**src/eis_pkg.sv**
```systemverilog
// Constants for the external interrupt source select, subnode and trap entry block.
// Assumes a single hclk domain and an AHB-Lite master with word transfers.
`default_nettype none

package eis_pkg;

  // ----------------------------------------
  // Register map
  // ----------------------------------------
  // Word indices; the byte address is four times the index
  localparam logic [15:0] EIS_SUBNODE_ADDR = 16'hF1DE;
  localparam logic [15:0] EIS_FAST0_ADDR   = 16'hFF88;
  localparam logic [15:0] EIS_FAST1_ADDR   = 16'hFF8A;
  localparam logic [15:0] EIS_SRCSEL_ADDR  = 16'hF1C4;
  localparam logic [15:0] EIS_EDGE_ADDR    = 16'hF1C0;
  localparam logic [15:0] EIS_STATUS_ADDR  = 16'hF1C8;

  // ----------------------------------------
  // Fields and resets
  // ----------------------------------------
  localparam int EIS_TK_REQ_BIT = 0;
  localparam int EIS_TK_EN_BIT  = 1;
  localparam int EIS_CS_REQ_BIT = 2;
  localparam int EIS_CS_EN_BIT  = 3;
  localparam logic [1:0] EIS_SEL_PIN = 2'h0;
  localparam logic [1:0] EIS_SEL_ALT = 2'h1;
  localparam logic [1:0] EIS_EDGE_OFF  = 2'h0;
  localparam logic [1:0] EIS_EDGE_RISE = 2'h1;
  localparam logic [1:0] EIS_EDGE_FALL = 2'h2;
  localparam logic [1:0] EIS_EDGE_ANY  = 2'h3;
  localparam logic [15:0] EIS_REG_RST  = 16'h0000;
  localparam logic [3:0]  EIS_LVL_TRAP = 4'hF;
  localparam logic [7:0]  EIS_SEG_ZERO = 8'h00;
  localparam logic [23:0] EIS_VEC_MAX  = 24'h0001FC;

  // ----------------------------------------
  // Timing in clock phases (two per clock)
  // ----------------------------------------
  localparam int EIS_SAMPLE_PHASES = 2;
  localparam int EIS_ARB_PHASES    = 8;
  localparam int EIS_ARB_CYCLES    = EIS_ARB_PHASES / EIS_SAMPLE_PHASES;
  localparam logic [1:0] EIS_ARB_LAST = 2'(EIS_ARB_CYCLES - 1);

  // ----------------------------------------
  // Trap entry states
  // ----------------------------------------
  typedef enum logic [2:0] {
    EIS_IDLE = 3'b000,
    EIS_PSW  = 3'b001,
    EIS_CSP  = 3'b010,
    EIS_IPP  = 3'b011,
    EIS_JUMP = 3'b100
  } eis_state_t;

endpackage

`default_nettype wire

```
**src/eis_trap_entry.sv**
```systemverilog
// Trap entry sequencer: picks a trap, pushes context, forms the vector.
// Assumes the core holds its request until the jump pulse.
`default_nettype none

module eis_trap_entry
  import eis_pkg::*;
(
  input  wire logic        hclk,
  input  wire logic        hresetn,
  input  wire logic        sw_trap_req,
  input  wire logic [6:0]  sw_trap_number,
  input  wire logic [7:0]  hw_trap_req,
  input  wire logic        segmented,
  input  wire logic [15:0] processor_status_word,
  input  wire logic [7:0]  code_segment_pointer,
  input  wire logic [15:0] instruction_pointer,
  output logic             trap_busy,
  output logic             push_valid,
  output logic [15:0]      push_data,
  output logic             jump_valid,
  output logic [23:0]      jump_vector,
  output logic [7:0]       new_segment,
  output logic [15:0]      new_status_word,
  output logic             cancel_instr
);

  // ----------------------------------------
  // Trap selection
  // ----------------------------------------
  // Lowest index is highest priority; bits 0-2 cancel, the rest complete.
  logic [2:0]  win_idx;
  logic        hw_any;
  always_comb begin
    win_idx = 3'h0;
    for (int i = 7; i >= 0; i--) begin
      if (hw_trap_req[i]) begin
        win_idx = 3'(i);
      end
    end
  end
  assign hw_any = |hw_trap_req;

  eis_state_t  state_ff, nxt_state;
  logic        is_hw_ff;
  logic [2:0]  idx_ff;
  logic [6:0]  num_ff;
  logic [15:0] psw_ff;

  wire start = (state_ff == EIS_IDLE) && (hw_any || sw_trap_req);

  always_comb begin
    case (state_ff)
      EIS_IDLE: nxt_state = start ? EIS_PSW : EIS_IDLE;
      EIS_PSW:  nxt_state = segmented ? EIS_CSP : EIS_IPP;
      EIS_CSP:  nxt_state = EIS_IPP;
      EIS_IPP:  nxt_state = EIS_JUMP;
      EIS_JUMP: nxt_state = EIS_IDLE;
      default:  nxt_state = EIS_IDLE;
    endcase
  end

  always_ff @(posedge hclk or negedge hresetn) begin
    if (!hresetn) begin
      state_ff <= EIS_IDLE;
      is_hw_ff <= 1'b0;
      idx_ff   <= 3'h0;
      num_ff   <= 7'h00;
      psw_ff   <= 16'h0000;
    end else begin
      state_ff <= nxt_state;
      if (start) begin
        is_hw_ff <= hw_any;
        idx_ff   <= win_idx;
        num_ff   <= sw_trap_number;
        psw_ff   <= processor_status_word;
      end
    end
  end

  assign trap_busy    = (state_ff != EIS_IDLE);
  assign cancel_instr = start && hw_any && (win_idx < 3'h3);
  assign push_valid   = (state_ff == EIS_PSW) || (state_ff == EIS_CSP) ||
                        (state_ff == EIS_IPP);
  assign push_data    = (state_ff == EIS_PSW) ? psw_ff :
                        (state_ff == EIS_CSP) ? {8'h00, code_segment_pointer} :
                        instruction_pointer;
  assign jump_valid   = (state_ff == EIS_JUMP);
  // Vector word index times four stays inside 0 .. 01FC.
  assign jump_vector  = is_hw_ff ? {19'h00000, idx_ff, 2'h0} :
                        {15'h0000, num_ff, 2'h0};
  assign new_segment  = segmented ? EIS_SEG_ZERO : code_segment_pointer;
  assign new_status_word = is_hw_ff ? {psw_ff[15:12] | EIS_LVL_TRAP, psw_ff[11:0]}
                                    : psw_ff;

endmodule // eis_trap_entry

`default_nettype wire

```
**src/eis_top.sv**
```systemverilog
// Source select, edge detection, subnode control and trap entry.
// Assumes an AHB-Lite master and word-aligned single transfers.
//
// The AHB-Lite interface to the registers was left to the implementer.
`default_nettype none

module eis_top
  import eis_pkg::*;
(
  input  wire logic        hclk,
  input  wire logic        hresetn,
  input  wire logic        hsel,
  input  wire logic [31:0] haddr,
  input  wire logic [1:0]  htrans,
  input  wire logic        hwrite,
  input  wire logic [2:0]  hsize,
  input  wire logic [31:0] hwdata,
  input  wire logic        hready,
  output logic [31:0]      hrdata,
  output logic             hreadyout,
  output logic             hresp,
  input  wire logic        fast_irq_pin0,
  input  wire logic        fast_irq_pin1,
  input  wire logic [7:2]  port_pin_in,
  input  wire logic        async_serial_receive_in,
  input  wire logic        sync_serial_receive_in,
  input  wire logic        sync_serial_clock_in,
  input  wire logic        usb_suspend_event,
  input  wire logic        rtc_event,
  input  wire logic        timekeeper_overflow_irq,
  input  wire logic        clock_supervision_irq,
  output logic             shared_peripheral_node,
  output logic [7:0]       fast_irq_request,
  output logic             fast_irq0_pending,
  output logic             fast_irq1_pending,
  input  wire logic        sw_trap_req,
  input  wire logic [6:0]  sw_trap_number,
  input  wire logic [7:0]  hw_trap_req,
  input  wire logic        segmented,
  input  wire logic [15:0] processor_status_word,
  input  wire logic [7:0]  code_segment_pointer,
  input  wire logic [15:0] instruction_pointer,
  output logic             trap_busy,
  output logic             push_valid,
  output logic [15:0]      push_data,
  output logic             jump_valid,
  output logic [23:0]      jump_vector,
  output logic [7:0]       new_segment,
  output logic [15:0]      new_status_word,
  output logic             cancel_instr
);

  // ----------------------------------------
  // Bus slave
  // ----------------------------------------
  // Zero wait states; every access is OKAY, unmapped reads return zero.
  // Word-indexed map, so low address bits are ignored.
  logic        wr_pend_ff;
  logic [15:0] wr_addr_ff;
  wire  addr_ok = hsel && hready && htrans[1];

  always_ff @(posedge hclk or negedge hresetn) begin
    if (!hresetn) begin
      wr_pend_ff <= 1'b0;
      wr_addr_ff <= 16'h0000;
    end else begin
      wr_pend_ff <= addr_ok && hwrite;
      if (addr_ok) begin
        wr_addr_ff <= haddr[17:2];
      end
    end
  end

  assign hreadyout = 1'b1;
  assign hresp     = 1'b0;

  wire [15:0] wd       = hwdata[15:0];
  wire        wr_sub   = wr_pend_ff && (wr_addr_ff == EIS_SUBNODE_ADDR);
  wire        wr_f0    = wr_pend_ff && (wr_addr_ff == EIS_FAST0_ADDR);
  wire        wr_f1    = wr_pend_ff && (wr_addr_ff == EIS_FAST1_ADDR);
  wire        wr_sel   = wr_pend_ff && (wr_addr_ff == EIS_SRCSEL_ADDR);
  wire        wr_edge  = wr_pend_ff && (wr_addr_ff == EIS_EDGE_ADDR);

  // ----------------------------------------
  // Registers
  // ----------------------------------------
  logic [15:0] src_sel_ff;
  logic [15:0] edge_ctl_ff;
  logic [15:0] fast0_ctl_ff;
  logic [15:0] fast1_ctl_ff;
  logic [1:0]  sub_en_ff;
  logic [1:0]  sub_req_ff;

  // Fields 0, 1 and 6 are kept by software at 00; hardware trusts it.
  // Other codes are stored but only 01 selects the alternate.
  always_ff @(posedge hclk or negedge hresetn) begin
    if (!hresetn) begin
      src_sel_ff   <= EIS_REG_RST;
      edge_ctl_ff  <= EIS_REG_RST;
      fast0_ctl_ff <= EIS_REG_RST;
      fast1_ctl_ff <= EIS_REG_RST;
      sub_en_ff    <= 2'h0;
    end else begin
      if (wr_sel) src_sel_ff <= wd;
      if (wr_edge) edge_ctl_ff <= wd;
      if (wr_f0) fast0_ctl_ff <= wd;
      if (wr_f1) fast1_ctl_ff <= wd;
      if (wr_sub) sub_en_ff <= {wd[EIS_CS_EN_BIT], wd[EIS_TK_EN_BIT]};
    end
  end

  // ----------------------------------------
  // Subnode request flags
  // ----------------------------------------
  // Per-bit: a hardware set in the same cycle as a write wins.
  logic [1:0] sub_set;
  logic [1:0] sub_wr_val;
  assign sub_set    = {clock_supervision_irq, timekeeper_overflow_irq};
  assign sub_wr_val = {wd[EIS_CS_REQ_BIT], wd[EIS_TK_REQ_BIT]};

  always_ff @(posedge hclk or negedge hresetn) begin
    if (!hresetn) begin
      sub_req_ff <= 2'h0;
    end else begin
      for (int i = 0; i < 2; i++) begin
        if (sub_set[i]) begin
          sub_req_ff[i] <= 1'b1;
        end else if (wr_sub) begin
          sub_req_ff[i] <= sub_wr_val[i];
        end
      end
    end
  end

  assign shared_peripheral_node = |(sub_req_ff & sub_en_ff);

  // ----------------------------------------
  // Source selection and edge detection
  // ----------------------------------------
  logic [7:0] alt_src;
  logic [7:0] pin_src;
  logic [7:0] chan_in;
  assign alt_src = {rtc_event, 1'b0, usb_suspend_event, sync_serial_clock_in,
                    sync_serial_receive_in, async_serial_receive_in, 2'h0};
  assign pin_src = {port_pin_in, fast_irq_pin1, fast_irq_pin0};

  // Clock runs at one sample per cycle, i.e. every two phases.
  logic [7:0] samp_ff;
  logic [7:0] prev_ff;
  logic [7:0] hit_ff;
  logic [1:0] arb_cnt_ff;
  logic [7:0] fast_req_ff;
  logic [7:0] hit_now;
  wire        arb_tick = (arb_cnt_ff == EIS_ARB_LAST);

  genvar c;
  generate
    for (c = 0; c < 8; c++) begin : g_chan
      wire [1:0] sel  = src_sel_ff[2*c+1:2*c];
      wire [1:0] mode = edge_ctl_ff[2*c+1:2*c];
      assign chan_in[c] = (sel == EIS_SEL_ALT) ? alt_src[c] : pin_src[c];
      wire rise = samp_ff[c] && !prev_ff[c];
      wire fall = !samp_ff[c] && prev_ff[c];
      assign hit_now[c] = ((mode == EIS_EDGE_RISE) && rise) ||
                          ((mode == EIS_EDGE_FALL) && fall) ||
                          ((mode == EIS_EDGE_ANY) && (rise || fall));
    end
  endgenerate

  always_ff @(posedge hclk or negedge hresetn) begin
    if (!hresetn) begin
      samp_ff     <= 8'h00;
      prev_ff     <= 8'h00;
      hit_ff      <= 8'h00;
      arb_cnt_ff  <= 2'h0;
      fast_req_ff <= 8'h00;
    end else begin
      samp_ff    <= chan_in;
      prev_ff    <= samp_ff;
      arb_cnt_ff <= arb_cnt_ff + 2'h1;
      if (arb_tick) begin
        fast_req_ff <= hit_ff | hit_now;
        hit_ff      <= 8'h00;
      end else begin
        hit_ff <= hit_ff | hit_now;
      end
    end
  end

  assign fast_irq_request  = fast_req_ff;
  // Control words are kept for software; pending follows the request
  assign fast_irq0_pending = fast_req_ff[0];
  assign fast_irq1_pending = fast_req_ff[1];

  // ----------------------------------------
  // Read mux
  // ----------------------------------------
  logic [15:0] rd_val;
  wire [15:0] sub_rd = {12'h000, sub_en_ff[1], sub_req_ff[1], sub_en_ff[0],
                        sub_req_ff[0]};
  assign rd_val = (wr_addr_ff == EIS_SUBNODE_ADDR) ? sub_rd :
                  (wr_addr_ff == EIS_FAST0_ADDR)   ? fast0_ctl_ff :
                  (wr_addr_ff == EIS_FAST1_ADDR)   ? fast1_ctl_ff :
                  (wr_addr_ff == EIS_SRCSEL_ADDR)  ? src_sel_ff :
                  (wr_addr_ff == EIS_EDGE_ADDR)    ? edge_ctl_ff :
                  (wr_addr_ff == EIS_STATUS_ADDR)  ? {8'h00, fast_req_ff} : 16'h0000;
  assign hrdata = {16'h0000, rd_val};

  // ----------------------------------------
  // Trap entry
  // ----------------------------------------
  // Traps bypass the fast channel arbitration entirely.
  eis_trap_entry u_trap (
    .hclk                  (hclk),
    .hresetn               (hresetn),
    .sw_trap_req           (sw_trap_req),
    .sw_trap_number        (sw_trap_number),
    .hw_trap_req           (hw_trap_req),
    .segmented             (segmented),
    .processor_status_word (processor_status_word),
    .code_segment_pointer  (code_segment_pointer),
    .instruction_pointer   (instruction_pointer),
    .trap_busy             (trap_busy),
    .push_valid            (push_valid),
    .push_data             (push_data),
    .jump_valid            (jump_valid),
    .jump_vector           (jump_vector),
    .new_segment           (new_segment),
    .new_status_word       (new_status_word),
    .cancel_instr          (cancel_instr)
  );

endmodule // eis_top

`default_nettype wire

```
**config.mk**
```make
export PLATFORM = sky130hd
export DESIGN_NAME = eis_top
export DESIGN_NICKNAME = d
export VERILOG_FILES = /design/src/eis_pkg.sv /design/src/eis_trap_entry.sv /design/src/eis_top.sv
export SDC_FILE = /design/constraint.sdc
export NUM_CORES = 1
export LEC_CHECK = 0
export BUFFER_PORTS_ARGS = -buffer_cell sky130_fd_sc_hd__buf_4
export CAP_MARGIN = 20
export CORE_AREA = 2 2 173 90
export CTS_CLUSTER_DIAMETER = 40
export DETAILED_ROUTE_END_ITERATION = 6
export DIE_AREA = 0 0 175 92
export GPL_ROUTABILITY_DRIVEN = 0
export GPL_TIMING_DRIVEN = 1
export PLACE_DENSITY = 0.85
export SKIP_LAST_GASP = 1
export SYNTH_ARGS = -nofsm -noshare
export SYNTH_HDL_FRONTEND = slang
export SYNTH_SLANG_ARGS = --single-unit
export TNS_END_PERCENT = 100
```
**constraint.sdc**
```tcl
create_clock -name hclk -period 5.5 [get_ports hclk]
set_input_delay 1.1 -clock hclk [delete_from_list [all_inputs] [get_ports hclk]]
set_output_delay 1.1 -clock hclk [all_outputs]
set_load 0.005 [all_outputs]
```
# Word-level counts from Yosys, hierarchy flattened
# Cells that the tools add are included.
word_totals:
  register_bits: 149
  latch_bits: 0
  ramBits: 0
  romBits: 0
  in_bits: 146
  out_inout_bits: 113
  mem_count: 0
classes:
  add_sub_neg: 1
  n_mul: 0
  div_mod_pow: 0
  magnitude_cmp: 1
  eq_ne: 43
  n_shift: 0
  mux: 35
  n_bitwise: 2
  n_reduce_logical: 100
op_table:
  columns: ["cell", "n"]
  rows:
  - ["16-bit two-way mux", 8]
  - ["16-bit equality test, second input constant", 6]
  - ["1-bit logical AND", 51]
  - ["2-bit equality test, second input constant", 17]
  - ["2-bit by 1-bit equality test with 1-bit output, second input constant", 16]
  - ["1-bit logical OR", 27]
  - ["3-bit two-way mux", 8]
  - ["8-bit two-way mux", 3]
  - ["1-bit logical NOT", 16]
  - ["1-bit two-way mux", 14]
  - ["3-bit case mux with 4 select lines", 1]
  - ["9-bit two-way mux", 1]
  - ["8-bit OR", 1]
  - ["8-bit OR reduction", 1]
  - ["3-bit by 2-bit equality test with 1-bit output, second input constant", 2]
  - ["2-bit nonzero test", 2]
  - ["3-bit by 1-bit equality test with 1-bit output, second input constant", 1]
  - ["3-bit equality test, second input constant", 1]
  - ["3-bit logical NOT", 1]
  - ["3-bit by 2-bit less-than comparator with 1-bit output, second input constant", 1]
  - ["3-bit nonzero test", 1]
  - ["2-bit by 1-bit adder with 2-bit output, second input constant", 1]
  - ["2-bit AND", 1]
  - ["2-bit OR reduction", 1]

# Depth between registers and ports, before layout
# Gate-level depths: netlist (run 1).
logic_depth:
  depth_word: 10
  depth_mapped: 6
  mapped_depth_nobuf: 6

# Hierarchy
# From an unflattened synthesis (run 1), not the netlist that was laid out.
hier_totals:
  hier_cells: 738
  hier_area_um2: 7896.3
modules_own_cells:
  columns: ["module", "n_inst", "cells_per_inst", "area_per_inst_um2", "seq_area_each_um2"]
  rows:
  - ["eis_top", 1, 486, 5790.6, 2977.9]
  - ["eis_trap_entry", 1, 252, 2105.8, 750.7]

# Worst setup path after synthesis (run 1)
# OpenSTA, ideal clock, no wires.
synth_path:
  path_type: "register -> output"
  startpoint: "register wr_addr_ff[9]"
  endpoint: "output port hrdata[0]"
  t_arrival_ps: 2045
  path_slack_ps: 2355
  path_stages_with_launch: 6
  path_buffers: 1
  cell_sequence: "dfrtp_1 > or4b_4 > or4_1 > buf_2 > a2bb2oi_1 > o31ai_1"
synth_via:
  elab_chain_cells: 7
synth_lines:
  columns: ["item", "line_no", "source"]
  rows:
  - ["start, declared", "eis_top.sv:59", "logic [15:0] wr_addr_ff;"]
  - ["start signal, assigned", "eis_top.sv:69", "wr_addr_ff <= haddr[17:2];"]
  - ["16-bit equality test", "eis_top.sv:206", "(wr_addr_ff == EIS_STATUS_ADDR) ? {8'h00, fast_req_ff} : 16'h0000;"]
  - ["8-bit two-way mux", "eis_top.sv:206", null]
  - ["16-bit two-way mux", "eis_top.sv:205", "(wr_addr_ff == EIS_EDGE_ADDR) ? edge_ctl_ff :"]
  - ["16-bit two-way mux", "eis_top.sv:204", "(wr_addr_ff == EIS_SRCSEL_ADDR) ? src_sel_ff :"]
  - ["16-bit two-way mux", "eis_top.sv:203", "(wr_addr_ff == EIS_FAST1_ADDR) ? fast1_ctl_ff :"]
  - ["16-bit two-way mux", "eis_top.sv:202", "(wr_addr_ff == EIS_FAST0_ADDR) ? fast0_ctl_ff :"]
  - ["16-bit two-way mux *", "eis_top.sv:201", "assign rd_val = (wr_addr_ff == EIS_SUBNODE_ADDR) ? sub_rd :"]
  - ["end, declared", "eis_top.sv:19", "output logic [31:0] hrdata,"]
# Every way passes the cells marked *; elsewhere a longest branch is shown, timed or not.

# Worst setup path in the final report (run 1)
layout_path:
  startpoint: "register wr_addr_ff[9]"
  endpoint: "output port hrdata[2]"
# The elaborated chain is that of the path after synthesis.

==> flow_metrics.py, run 1 <==
metrics = {
    "power_and_ir_drop": {
        "powerDensity_nw_per_um2": 393.6,
        "power_mw": 3.863,
        "p_leak_nw": 4.643,
        "ir_drop_uv": 209.4,
    },
    "sta": {
        "hold_viol": 0,
        "finalWorstSetupSlack_ns": 1.203,
        "finalSetupTns_ns": 0,
        "worst_slew_pin_slew_ns": 1.166,
        "setup_viol": 0,
        "whs_ns": 0.4049,
        "slew_violations": 0,
        "fmax_mhz": 232.7,
        "grt_setup_unrepaired": "false",
        "skew_ns": 0.01089,
        "layout_min_cycle_time_ns": 4.297,
        "relSlewSlack": 0.2171,
        "period_share": 0.7813,
    },
    "final_layout": {
        "ff_latch_area_um2": 3729,
        "syn_to_final_growth_pct": 24.43,
        "finalNetCount": 1026,
        "num-fill-cells": 1160,
        "antenna_cells": 0,
        "multiInputGateArea_um2": 3662,
        "layout-drive-gt1-share": 0.4121,
        "design_area_um2": 9814,
    },
    "floorplan": {
        "die_area_um2": 16100,
        "top_level_ports": 259,
        "die_x_um": 175,
        "die_h_um": 92,
        "rows": 32,
        "fp.coreArea_um2": 14850,
        "initial_core_util": 0.5310,
    },
    "cts": {
        "post_cts_buffers": 0,
        "cts_resized": 0,
        "htree_num_levels": 4,
        "numClockSinks": 149,
        "cts_tree": "done",
        "cts_root_buf": "clkbuf_16",
        "cts_buffer_depth": 2,
        "cts_made_buffers": 17,
        "path_clk_slew_ns": 0.07,
        "hold_buffers": 0,
        "clk_latency_ns": 0.42,
    },
    "yosys": {
        "synth_ff_type": "dfrtp_1",
        "ys_seq_area_frac": 0.4727,
        "yosysWarningCount": 0,
        "ys_ff_latch": 149,
        "syn_area_per_cell_um2": 11.30,
        "syn-cell-area_um2": 7888,
        "async_flop_share": 1.000,
        "synth-edff-count": 0,
        "synth_cell_types": 50,
        "synth_cells": 698,
    },
    "critical_path": {
        "path_max_fanout": 14,
        "start_kind": "register",
        "crit_arrival_ns": 3.20,
        "crit_type": "reg -> out",
        "cp-end-kind": "output pin",
        "required_ns": 4.40,
        "reg2reg_slack_ns": 2.38,
    },
    "run": {
        "maxCapViolCount": 0,
    },
    "placement": {
        "place_area_um2": 9204,
        "dp_hpwl_um": 13960,
        "port_buffers": 187,
        "post-place-ws_ns": 1.663,
    },
    "global_route": {
        "gr-total-overflow": 0,
        "grt.total_usage": 0.2546,
        "antenna_found_initial": 0,
        "grt_pass1_vias": 5778,
        "grt_pass1_wl_um": 31490,
        "grt_max_degree": 116,
    },
    "drt": {
        "drc": 0,
        "dr.pass1.iters": 5,
        "drtIter0Drc": 351,
        "vias": 5912,
        "routed_via_density": 5.474,
        "wl_um": 19610,
        "wl_per_cell_um": 18.15,
        "ant_nets": 0,
    },
    "status": {
        "status": "finished clean",
    },
    "hold_path": {
        "hp-class": "reg -> reg",
    },
}
==> per-stage QoR <==
| step | utilization | cells |
|---|---|---|
| detailed placement | 0.6196 | 1047 |
| floorplan | - | 731 |
| finish | 0.6607 | 1080 |
| global placement | 0.6196 | 1047 |
| CTS | 0.6589 | 1079 |
| global route | 0.6607 | 1080 |
==> worst paths after layout <==
kind,from,end,depth (start not counted)
worst min register to register,samp_ff[3],prev_ff[3],0
worst max register to register,wr_addr_ff[3],fast0_ctl_ff[12],4
min in group asynchronous,hresetn,samp_ff[2],1
worst max-delay path,wr_addr_ff[9],hrdata[2],5
worst min-delay path,samp_ff[3],prev_ff[3],0
max in group asynchronous,hresetn,prev_ff[7],3
==> worst max-delay path: stages, from the launching register on <==
cell and delay (ns):
dfrtp_1 0.40, or4b_4 0.61, nor4_4 0.50, and2_0 0.82, o31ai_1 0.25, buf_4 0.19
==> cell families after synthesis <==
group / count (synthesis) / share of synthesized area
flip-flops: 149 / 0.4727
AO/OA/AOI/OAI: 123 / 0.1044
AND/OR/NAND/NOR: 169 / 0.1239
multiplexers: 129 / 0.1924
buffers and inverters: 109 / 0.07868
adder cells (fa/ha/maj): 17 / 0.02697
other: 2 / 0.0009521
==> state kept, by name, indices dropped and copies added (netlist names), 8 cells and up <==
name and count:
samp_ff 8, u_trap.psw_ff 16, prev_ff 8, fast0_ctl_ff 16
wr_addr_ff 16, src_sel_ff 16, hit_ff 8, edge_ctl_ff 16
fast_irq_request 8, fast1_ctl_ff 16
==> cell usage after synthesis, drive strengths merged, types with 2 or more instances <==
master,instances,area [µm²]
a31oi,2,12.51
a221oi,8,70.07
nand4b,3,32.53
nor2b,31,193.9
and3,4,25.02
nand3b,2,27.53
a21boi,3,22.52
ha,17,212.7
nor2,42,157.7
o21ai,16,80.08
nand3,8,52.55
conb,2,7.510
or4,4,30.03
a32oi,8,70.07
mux2i,8,80.08
a22oi,4,30.03
a311o,2,20.02
nor4,4,70.07
mux2,121,1438
nand4,2,18.77
o31ai,7,66.31
dfrtp,149,3729
nor3,23,115.1
inv,27,101.4
a2bb2oi,12,105.1
o21a,5,37.54
or2,4,25.02
nand2,20,75.07
or3,3,18.77
clkbuf,18,67.56
nand2b,15,93.84
or4b,2,27.53
o22ai,17,106.4
buf,63,447.9
a21oi,37,185.2
==> area by class of cell <==
class / instances / area share
clock buffer: 18 / 0.04475
clock inverter: 14 / 0.01466
inverter: 28 / 0.01071
multi-input combinational: 473 / 0.3732
sequential: 149 / 0.3799
tap: 204 / 0.02601
timing repair buffer: 194 / 0.1508
==> layer usage <==
layer  vias to the layer above  track usage  wire length (µm)
met3                        23      0.06343              1361
li1                       2747            -                 -
met2                       216       0.3580              8368
met5                         -            0                 0
met1                      2926       0.3842              9648
met4                         0      0.08056               228
==> report_power, final <==
| group | switching, mW | internal (mW) | leakage (nW) | total (mW) |
|---|---|---|---|---|
| Combinational | 0.568 | 0.686 | 2.62 | 1.25 |
| Clock | 0.498 | 0.648 | 0.274 | 1.15 |
| Sequential | 0.187 | 1.28 | 1.75 | 1.46 |
==> cell usage in the layout, fill, tap and decap left out, types with 5 or more instances in the layout <==
cell	netlist	final
buf_4	49	192
dfrtp_1	149	149
mux2i_1	8	8
nor2_1	42	42
a32oi_1	8	8
a221oi_1	8	8
o21a_1	5	5
mux2_4	20	20
nand3_1	7	7
o21ai_0	16	16
nor3_1	23	23
ha_1	17	17
conb_1	2	35
a2bb2oi_1	12	12
nor2b_1	31	31
clkbuf_16	0	17
nand2_1	20	20
o31ai_1	6	6
o22ai_1	17	17
nand2b_1	15	15
a21oi_1	37	37
inv_1	27	27
mux2_2	101	101
No activity file was read; power rests on OpenSTA's default activity.
==> inputs of run 2 (changes only) <==
CORE_AREA = 2 2 179 93   (was 2 2 173 90)
DIE_AREA = 0 0 181 95   (was 0 0 175 92)
PLACE_DENSITY = 0.8   (was 0.85)
clock period = 4.15 ns   (was 5.5 ns; I/O delays follow)
==> run 2 against run 1 <==
Against the previous run: utilization is 3.8 points lower; clock power grew 34%; cell count up 1.0%; register-to-register slack worse by 0.93 ns; sequential power grew 31%; critical endpoint is now hrdata[0]; largest cell class unchanged.
==> flow_metrics.py, run 2 (same netlist as run 1, synthesis figures left out) <==
metrics = {
    "drt": {
        "vias": 5937,
        "wl_per_cell_um": 18.07,
        "wl_um": 19720,
        "ant_nets": 0,
        "drtIter0Drc": 515,
        "drc": 0,
        "routed_via_density": 5.442,
        "dr.pass1.iters": 5,
    },
    "global_route": {
        "grt_max_degree": 95,
        "grt.total_usage": 0.2374,
        "antenna_found_initial": 0,
        "grt_pass1_vias": 5621,
        "grt_pass1_wl_um": 31340,
        "gr-total-overflow": 0,
    },
    "cts": {
        "hold_buffers": 0,
        "path_clk_slew_ns": 0.07,
        "post_cts_buffers": 0,
        "htree_num_levels": 4,
        "clk_latency_ns": 0.42,
        "cts_tree": "done",
        "cts_buffer_depth": 2,
        "cts_resized": 0,
        "cts_root_buf": "clkbuf_16",
        "cts_made_buffers": 17,
        "numClockSinks": 149,
    },
    "placement": {
        "port_buffers": 187,
        "dp_hpwl_um": 14230,
        "place_area_um2": 9281,
        "place_inst": 1059,
        "post-place-ws_ns": 0.7452,
    },
    "critical_path": {
        "critPathLaunch": "wr_addr_ff[9]",
        "start_kind": "register",
        "r2r-start": "wr_addr_ff[9]",
        "reg2reg_slack_ns": 1.45,
        "cp-end-kind": "output pin",
        "required_ns": 3.32,
        "crit_type": "reg -> out",
        "r2r_end": "edge_ctl_ff[0]",
        "path_max_fanout": 8,
        "crit_arrival_ns": 3.06,
        "critPathCapture": "hrdata[0]",
        "reg2reg_depth": 4,
    },
    "power_and_ir_drop": {
        "p_leak_nw": 4.679,
        "powerDensity_nw_per_um2": 525.7,
        "sw_frac_of_total": 0.3233,
        "power_mw": 5.189,
        "p_int_mw": 3.512,
        "ir_drop_uv": 265.8,
        "seqPwrFrac": 0.368,
        "power.switching_mw": 1.678,
        "p_comb_frac": 0.335,
        "clkPwrFrac": 0.297,
    },
    "sta": {
        "layout_min_cycle_time_ns": 3.885,
        "hold_viol": 0,
        "skew_ns": 0.009022,
        "period_share": 0.9363,
        "worst_slew_pin_slew_ns": 1.138,
        "relSlewSlack": 0.2355,
        "whs_ns": 0.4076,
        "setup_viol": 0,
        "finalWorstSetupSlack_ns": 0.2645,
        "grt_setup_unrepaired": "false",
        "slew_violations": 0,
        "finalSetupTns_ns": 0,
        "fmax_mhz": 257.4,
    },
    "floorplan": {
        "die_area_um2": 17200,
        "rows": 33,
        "initial_core_util": 0.4975,
        "top_level_ports": 259,
        "fp.coreArea_um2": 15860,
        "die_x_um": 181,
        "die_h_um": 95,
    },
    "final_layout": {
        "postLayoutCoreUtil": 0.6226,
        "layout-drive-gt1-share": 0.4154,
        "finalNetCount": 1031,
        "num-fill-cells": 1289,
        "syn_to_final_growth_pct": 25.14,
        "final_cell_mix": "buf_4 (196), dfrtp_1 (149), mux2_2 (101)",
        "final_common_cell": "buf_4",
        "ff_latch_area_um2": 3729,
        "layoutNonFillerInstCount": 1091,
        "multiInputGateArea_um2": 3662,
        "antenna_cells": 0,
        "design_area_um2": 9871,
    },
    "hold_path": {
        "hp-class": "reg -> reg",
    },
    "run": {
        "maxCapViolCount": 0,
    },
    "status": {
        "status": "finished clean",
    },
}
## run 2: routing by layer
metal  track usage  share of wire
met4       0.05081         0.0062
met1        0.3747           0.51
met2        0.3301           0.41
met3       0.04936          0.079
met5             0              0
## run 2: how the worst min path moves through the flow
stage / to / start / cells past startpoint
detailed placement: prev_ff[7] / samp_ff[7] / 0
floorplan: prev_ff[0] / samp_ff[0] / 0
global route: prev_ff[7] / samp_ff[7] / 0
finish: prev_ff[7] / samp_ff[7] / 0
CTS: prev_ff[7] / samp_ff[7] / 0
global placement: prev_ff[7] / samp_ff[7] / 0
## run 2: critical path, stage by stage (launching register included)
cell and delay (ns):
dfrtp_1 0.40, or4b_4 0.60, or4_1 0.75, a2bb2oi_1 0.21, o31ai_1 0.48, buf_4 0.20
## run 2: layout make-up
class,count,share of cell area
Timing Repair Buffer,199,0.1543
Clock buffer,19,0.04589
Sequential cell,149,0.3777
Inverter,28,0.01065
Multi-Input combinational cell,473,0.3710
Clock inverter,13,0.01382
Tap cell,210,0.02662
## run 2: power by group through the flow
stage	logic (mW)	clock network [mW]	registers [mW]
after detailed placement	1.73	0	1.93
after global routing	1.90	1.64	1.94
after global placement	1.69	0	1.92
after floorplan	1.10	0	1.83
final	1.74	1.54	1.91
after CTS	1.74	1.57	1.90
==> inputs of run 3 (changes only) <==
MAX_ROUTING_LAYER = met4   (was unset)
PLACE_DENSITY = unset   (was 0.8)
PLACE_DENSITY_LB_ADDON = 0.05   (was unset)
RECOVER_POWER = 50   (was unset)
==> run 3 against run 2 <==
Against the previous run: the flow now finishes with violations (max-capacitance violations, max-slew violations); global-route usage increased by 0.75 points; cell count about the same; power increased by 1.4%; fmax increased by 0.12%; final area about the same; critical endpoint is now hrdata[3]; largest cell class unchanged; highest routed layer unchanged.
==> flow_metrics.py, run 3 (same netlist as run 1, synthesis figures left out) <==
metrics = {
    "status": {
        "status": "finished, violations left",
        "violations": "max-capacitance violations, max-slew violations",
    },
    "floorplan": {
        "die_area_um2": 17200,
        "top_level_ports": 259,
        "rows": 33,
        "die_h_um": 95,
        "die_x_um": 181,
        "initial_core_util": 0.4975,
        "fp.coreArea_um2": 15860,
    },
    "power_and_ir_drop": {
        "power_mw": 5.260,
        "powerDensity_nw_per_um2": 533.3,
        "p_leak_nw": 4.668,
        "ir_drop_uv": 334.4,
    },
    "placement": {
        "place_area_um2": 9256,
        "port_buffers": 187,
        "post-place-ws_ns": 0.7265,
        "dp_hpwl_um": 14520,
    },
    "critical_path": {
        "critPathLaunch": "wr_addr_ff[3]",
        "max_stage_delay_ns": 0.83,
        "cp_cell_sequence": "nand4b_1 -> nor4_4 -> a2bb2oi_1 -> o31ai_1 -> buf_4",
        "r2r-start": "wr_addr_ff[3]",
        "worstPathBufferInverterCount": 1,
        "crit_type": "reg -> out",
        "critPathCapture": "hrdata[3]",
        "cp.depth": 5,
        "r2r_end": "fast0_ctl_ff[10]",
        "crit_arrival_ns": 3.05,
        "path_max_fanout": 14,
        "cp-end-kind": "output pin",
        "path_delay_family": "simple AND/OR/NAND/NOR gates",
        "start_kind": "register",
        "reg2reg_depth": 5,
        "required_ns": 3.32,
        "reg2reg_slack_ns": 1.14,
        "crit_path_top_delay_cell": "dfrtp_1",
    },
    "cts": {
        "numClockSinks": 149,
        "clk_latency_ns": 0.43,
        "cts_tree": "done",
        "hold_buffers": 0,
        "cts_root_buf": "clkbuf_16",
        "cts_buffer_depth": 2,
        "cts_resized": 0,
        "htree_num_levels": 4,
        "cts_made_buffers": 17,
        "path_clk_slew_ns": 0.06,
        "post_cts_buffers": 0,
    },
    "sta": {
        "hold_viol": 0,
        "finalSetupTns_ns": 0,
        "skew_ns": 0.01001,
        "period_share": 0.9351,
        "relSlewSlack": -0.5015,
        "slew_violations": 90,
        "grt_setup_unrepaired": "false",
        "finalWorstSetupSlack_ns": 0.2692,
        "fmax_mhz": 257.7,
        "layout_min_cycle_time_ns": 3.881,
        "worst_slew_pin_slew_ns": 2.252,
        "setup_viol": 0,
    },
    "global_route": {
        "grt_pass1_vias": 5873,
        "gr-total-overflow": 0,
        "grt.total_usage": 0.2449,
        "antenna_found_initial": 0,
        "grt_pass1_wl_um": 31270,
        "grt_max_degree": 90,
    },
    "drt": {
        "drc": 0,
        "wl_um": 19790,
        "routed_via_density": 5.443,
        "drtIter0Drc": 423,
        "wl_per_cell_um": 18.16,
        "vias": 5933,
        "ant_nets": 0,
        "dr.pass1.iters": 5,
    },
    "final_layout": {
        "final_cell_mix": "buf_4 (190), dfrtp_1 (149), mux2_2 (101)",
        "final_common_cell": "buf_4",
        "design_area_um2": 9863,
        "postLayoutCoreUtil": 0.6221,
        "antenna_cells": 0,
        "layout-drive-gt1-share": 0.4091,
        "finalNetCount": 1031,
        "syn_to_final_growth_pct": 25.05,
    },
    "hold_path": {
        "hp-class": "reg -> reg",
    },
    "run": {
        "maxCapViolCount": 1,
    },
}
[run 3: cell count changes in the layout (fill, tap and decap cells not counted)]
cell and change:
inv_8 -2, buf_12 -2, clkinv_2 +2, clkbuf_2 +1
bufinv_16 +3, clkbuf_4 +3, inv_6 -6, clkbuf_1 +5
clkinv_4 +2, buf_6 -1, buf_4 -6
[run 3: area by class of cell]
class                      instances  area, µm²
clock buffer                      19      452.9
clock inverter                    12      178.9
fill                            1299       5992
inverter                          28      105.1
multi-input combinational        473       3662
sequential                       149       3729
tap                              210      262.8
timing repair buffer             199       1473
[run 3: worst register-to-register path: cells and delay by family, from the launching register on]
family	cells	cell delay [ns]
buf+inv	1	0.28
flops	1	0.83
simple gates	3	1.37
mux	1	0.42
[run 3: where the power goes]
group          switching [mW]  leakage, nW  internal [mW]
logic                   0.777         2.62          0.909
registers               0.229         1.75           1.69
clock network           0.616        0.301           1.03
[run 3: per-layer routing]
metal / vias up / wire (µm) / track usage
met5: - / 0 / -
met4: 0 / 202 / 0.05894
met3: 19 / 1198 / 0.05245
met2: 211 / 8709 / 0.3603
met1: 2957 / 9683 / 0.3469
li1: 2746 / - / -
[run 3: through the flow]
step | hold slack (ns) | cells
finish | 0.4048 | 1090
global route | 0.4192 | 1090
CTS | 0.4095 | 1090
detailed placement | 0.3973 | 1059
global placement | 0.3882 | 1059
floorplan | 0.3798 | 731
[run 3: how the worst min path moves through the flow]
stage / to / cells past startpoint / start / slack [ns]
after floorplan: prev_ff[0] / 0 / samp_ff[0] / 0.38
after global placement: prev_ff[6] / 0 / samp_ff[6] / 0.39
after detailed placement: prev_ff[6] / 0 / samp_ff[6] / 0.40
after CTS: prev_ff[2] / 0 / samp_ff[2] / 0.41
after global routing: prev_ff[2] / 0 / samp_ff[2] / 0.42
final: prev_ff[2] / 0 / samp_ff[2] / 0.40
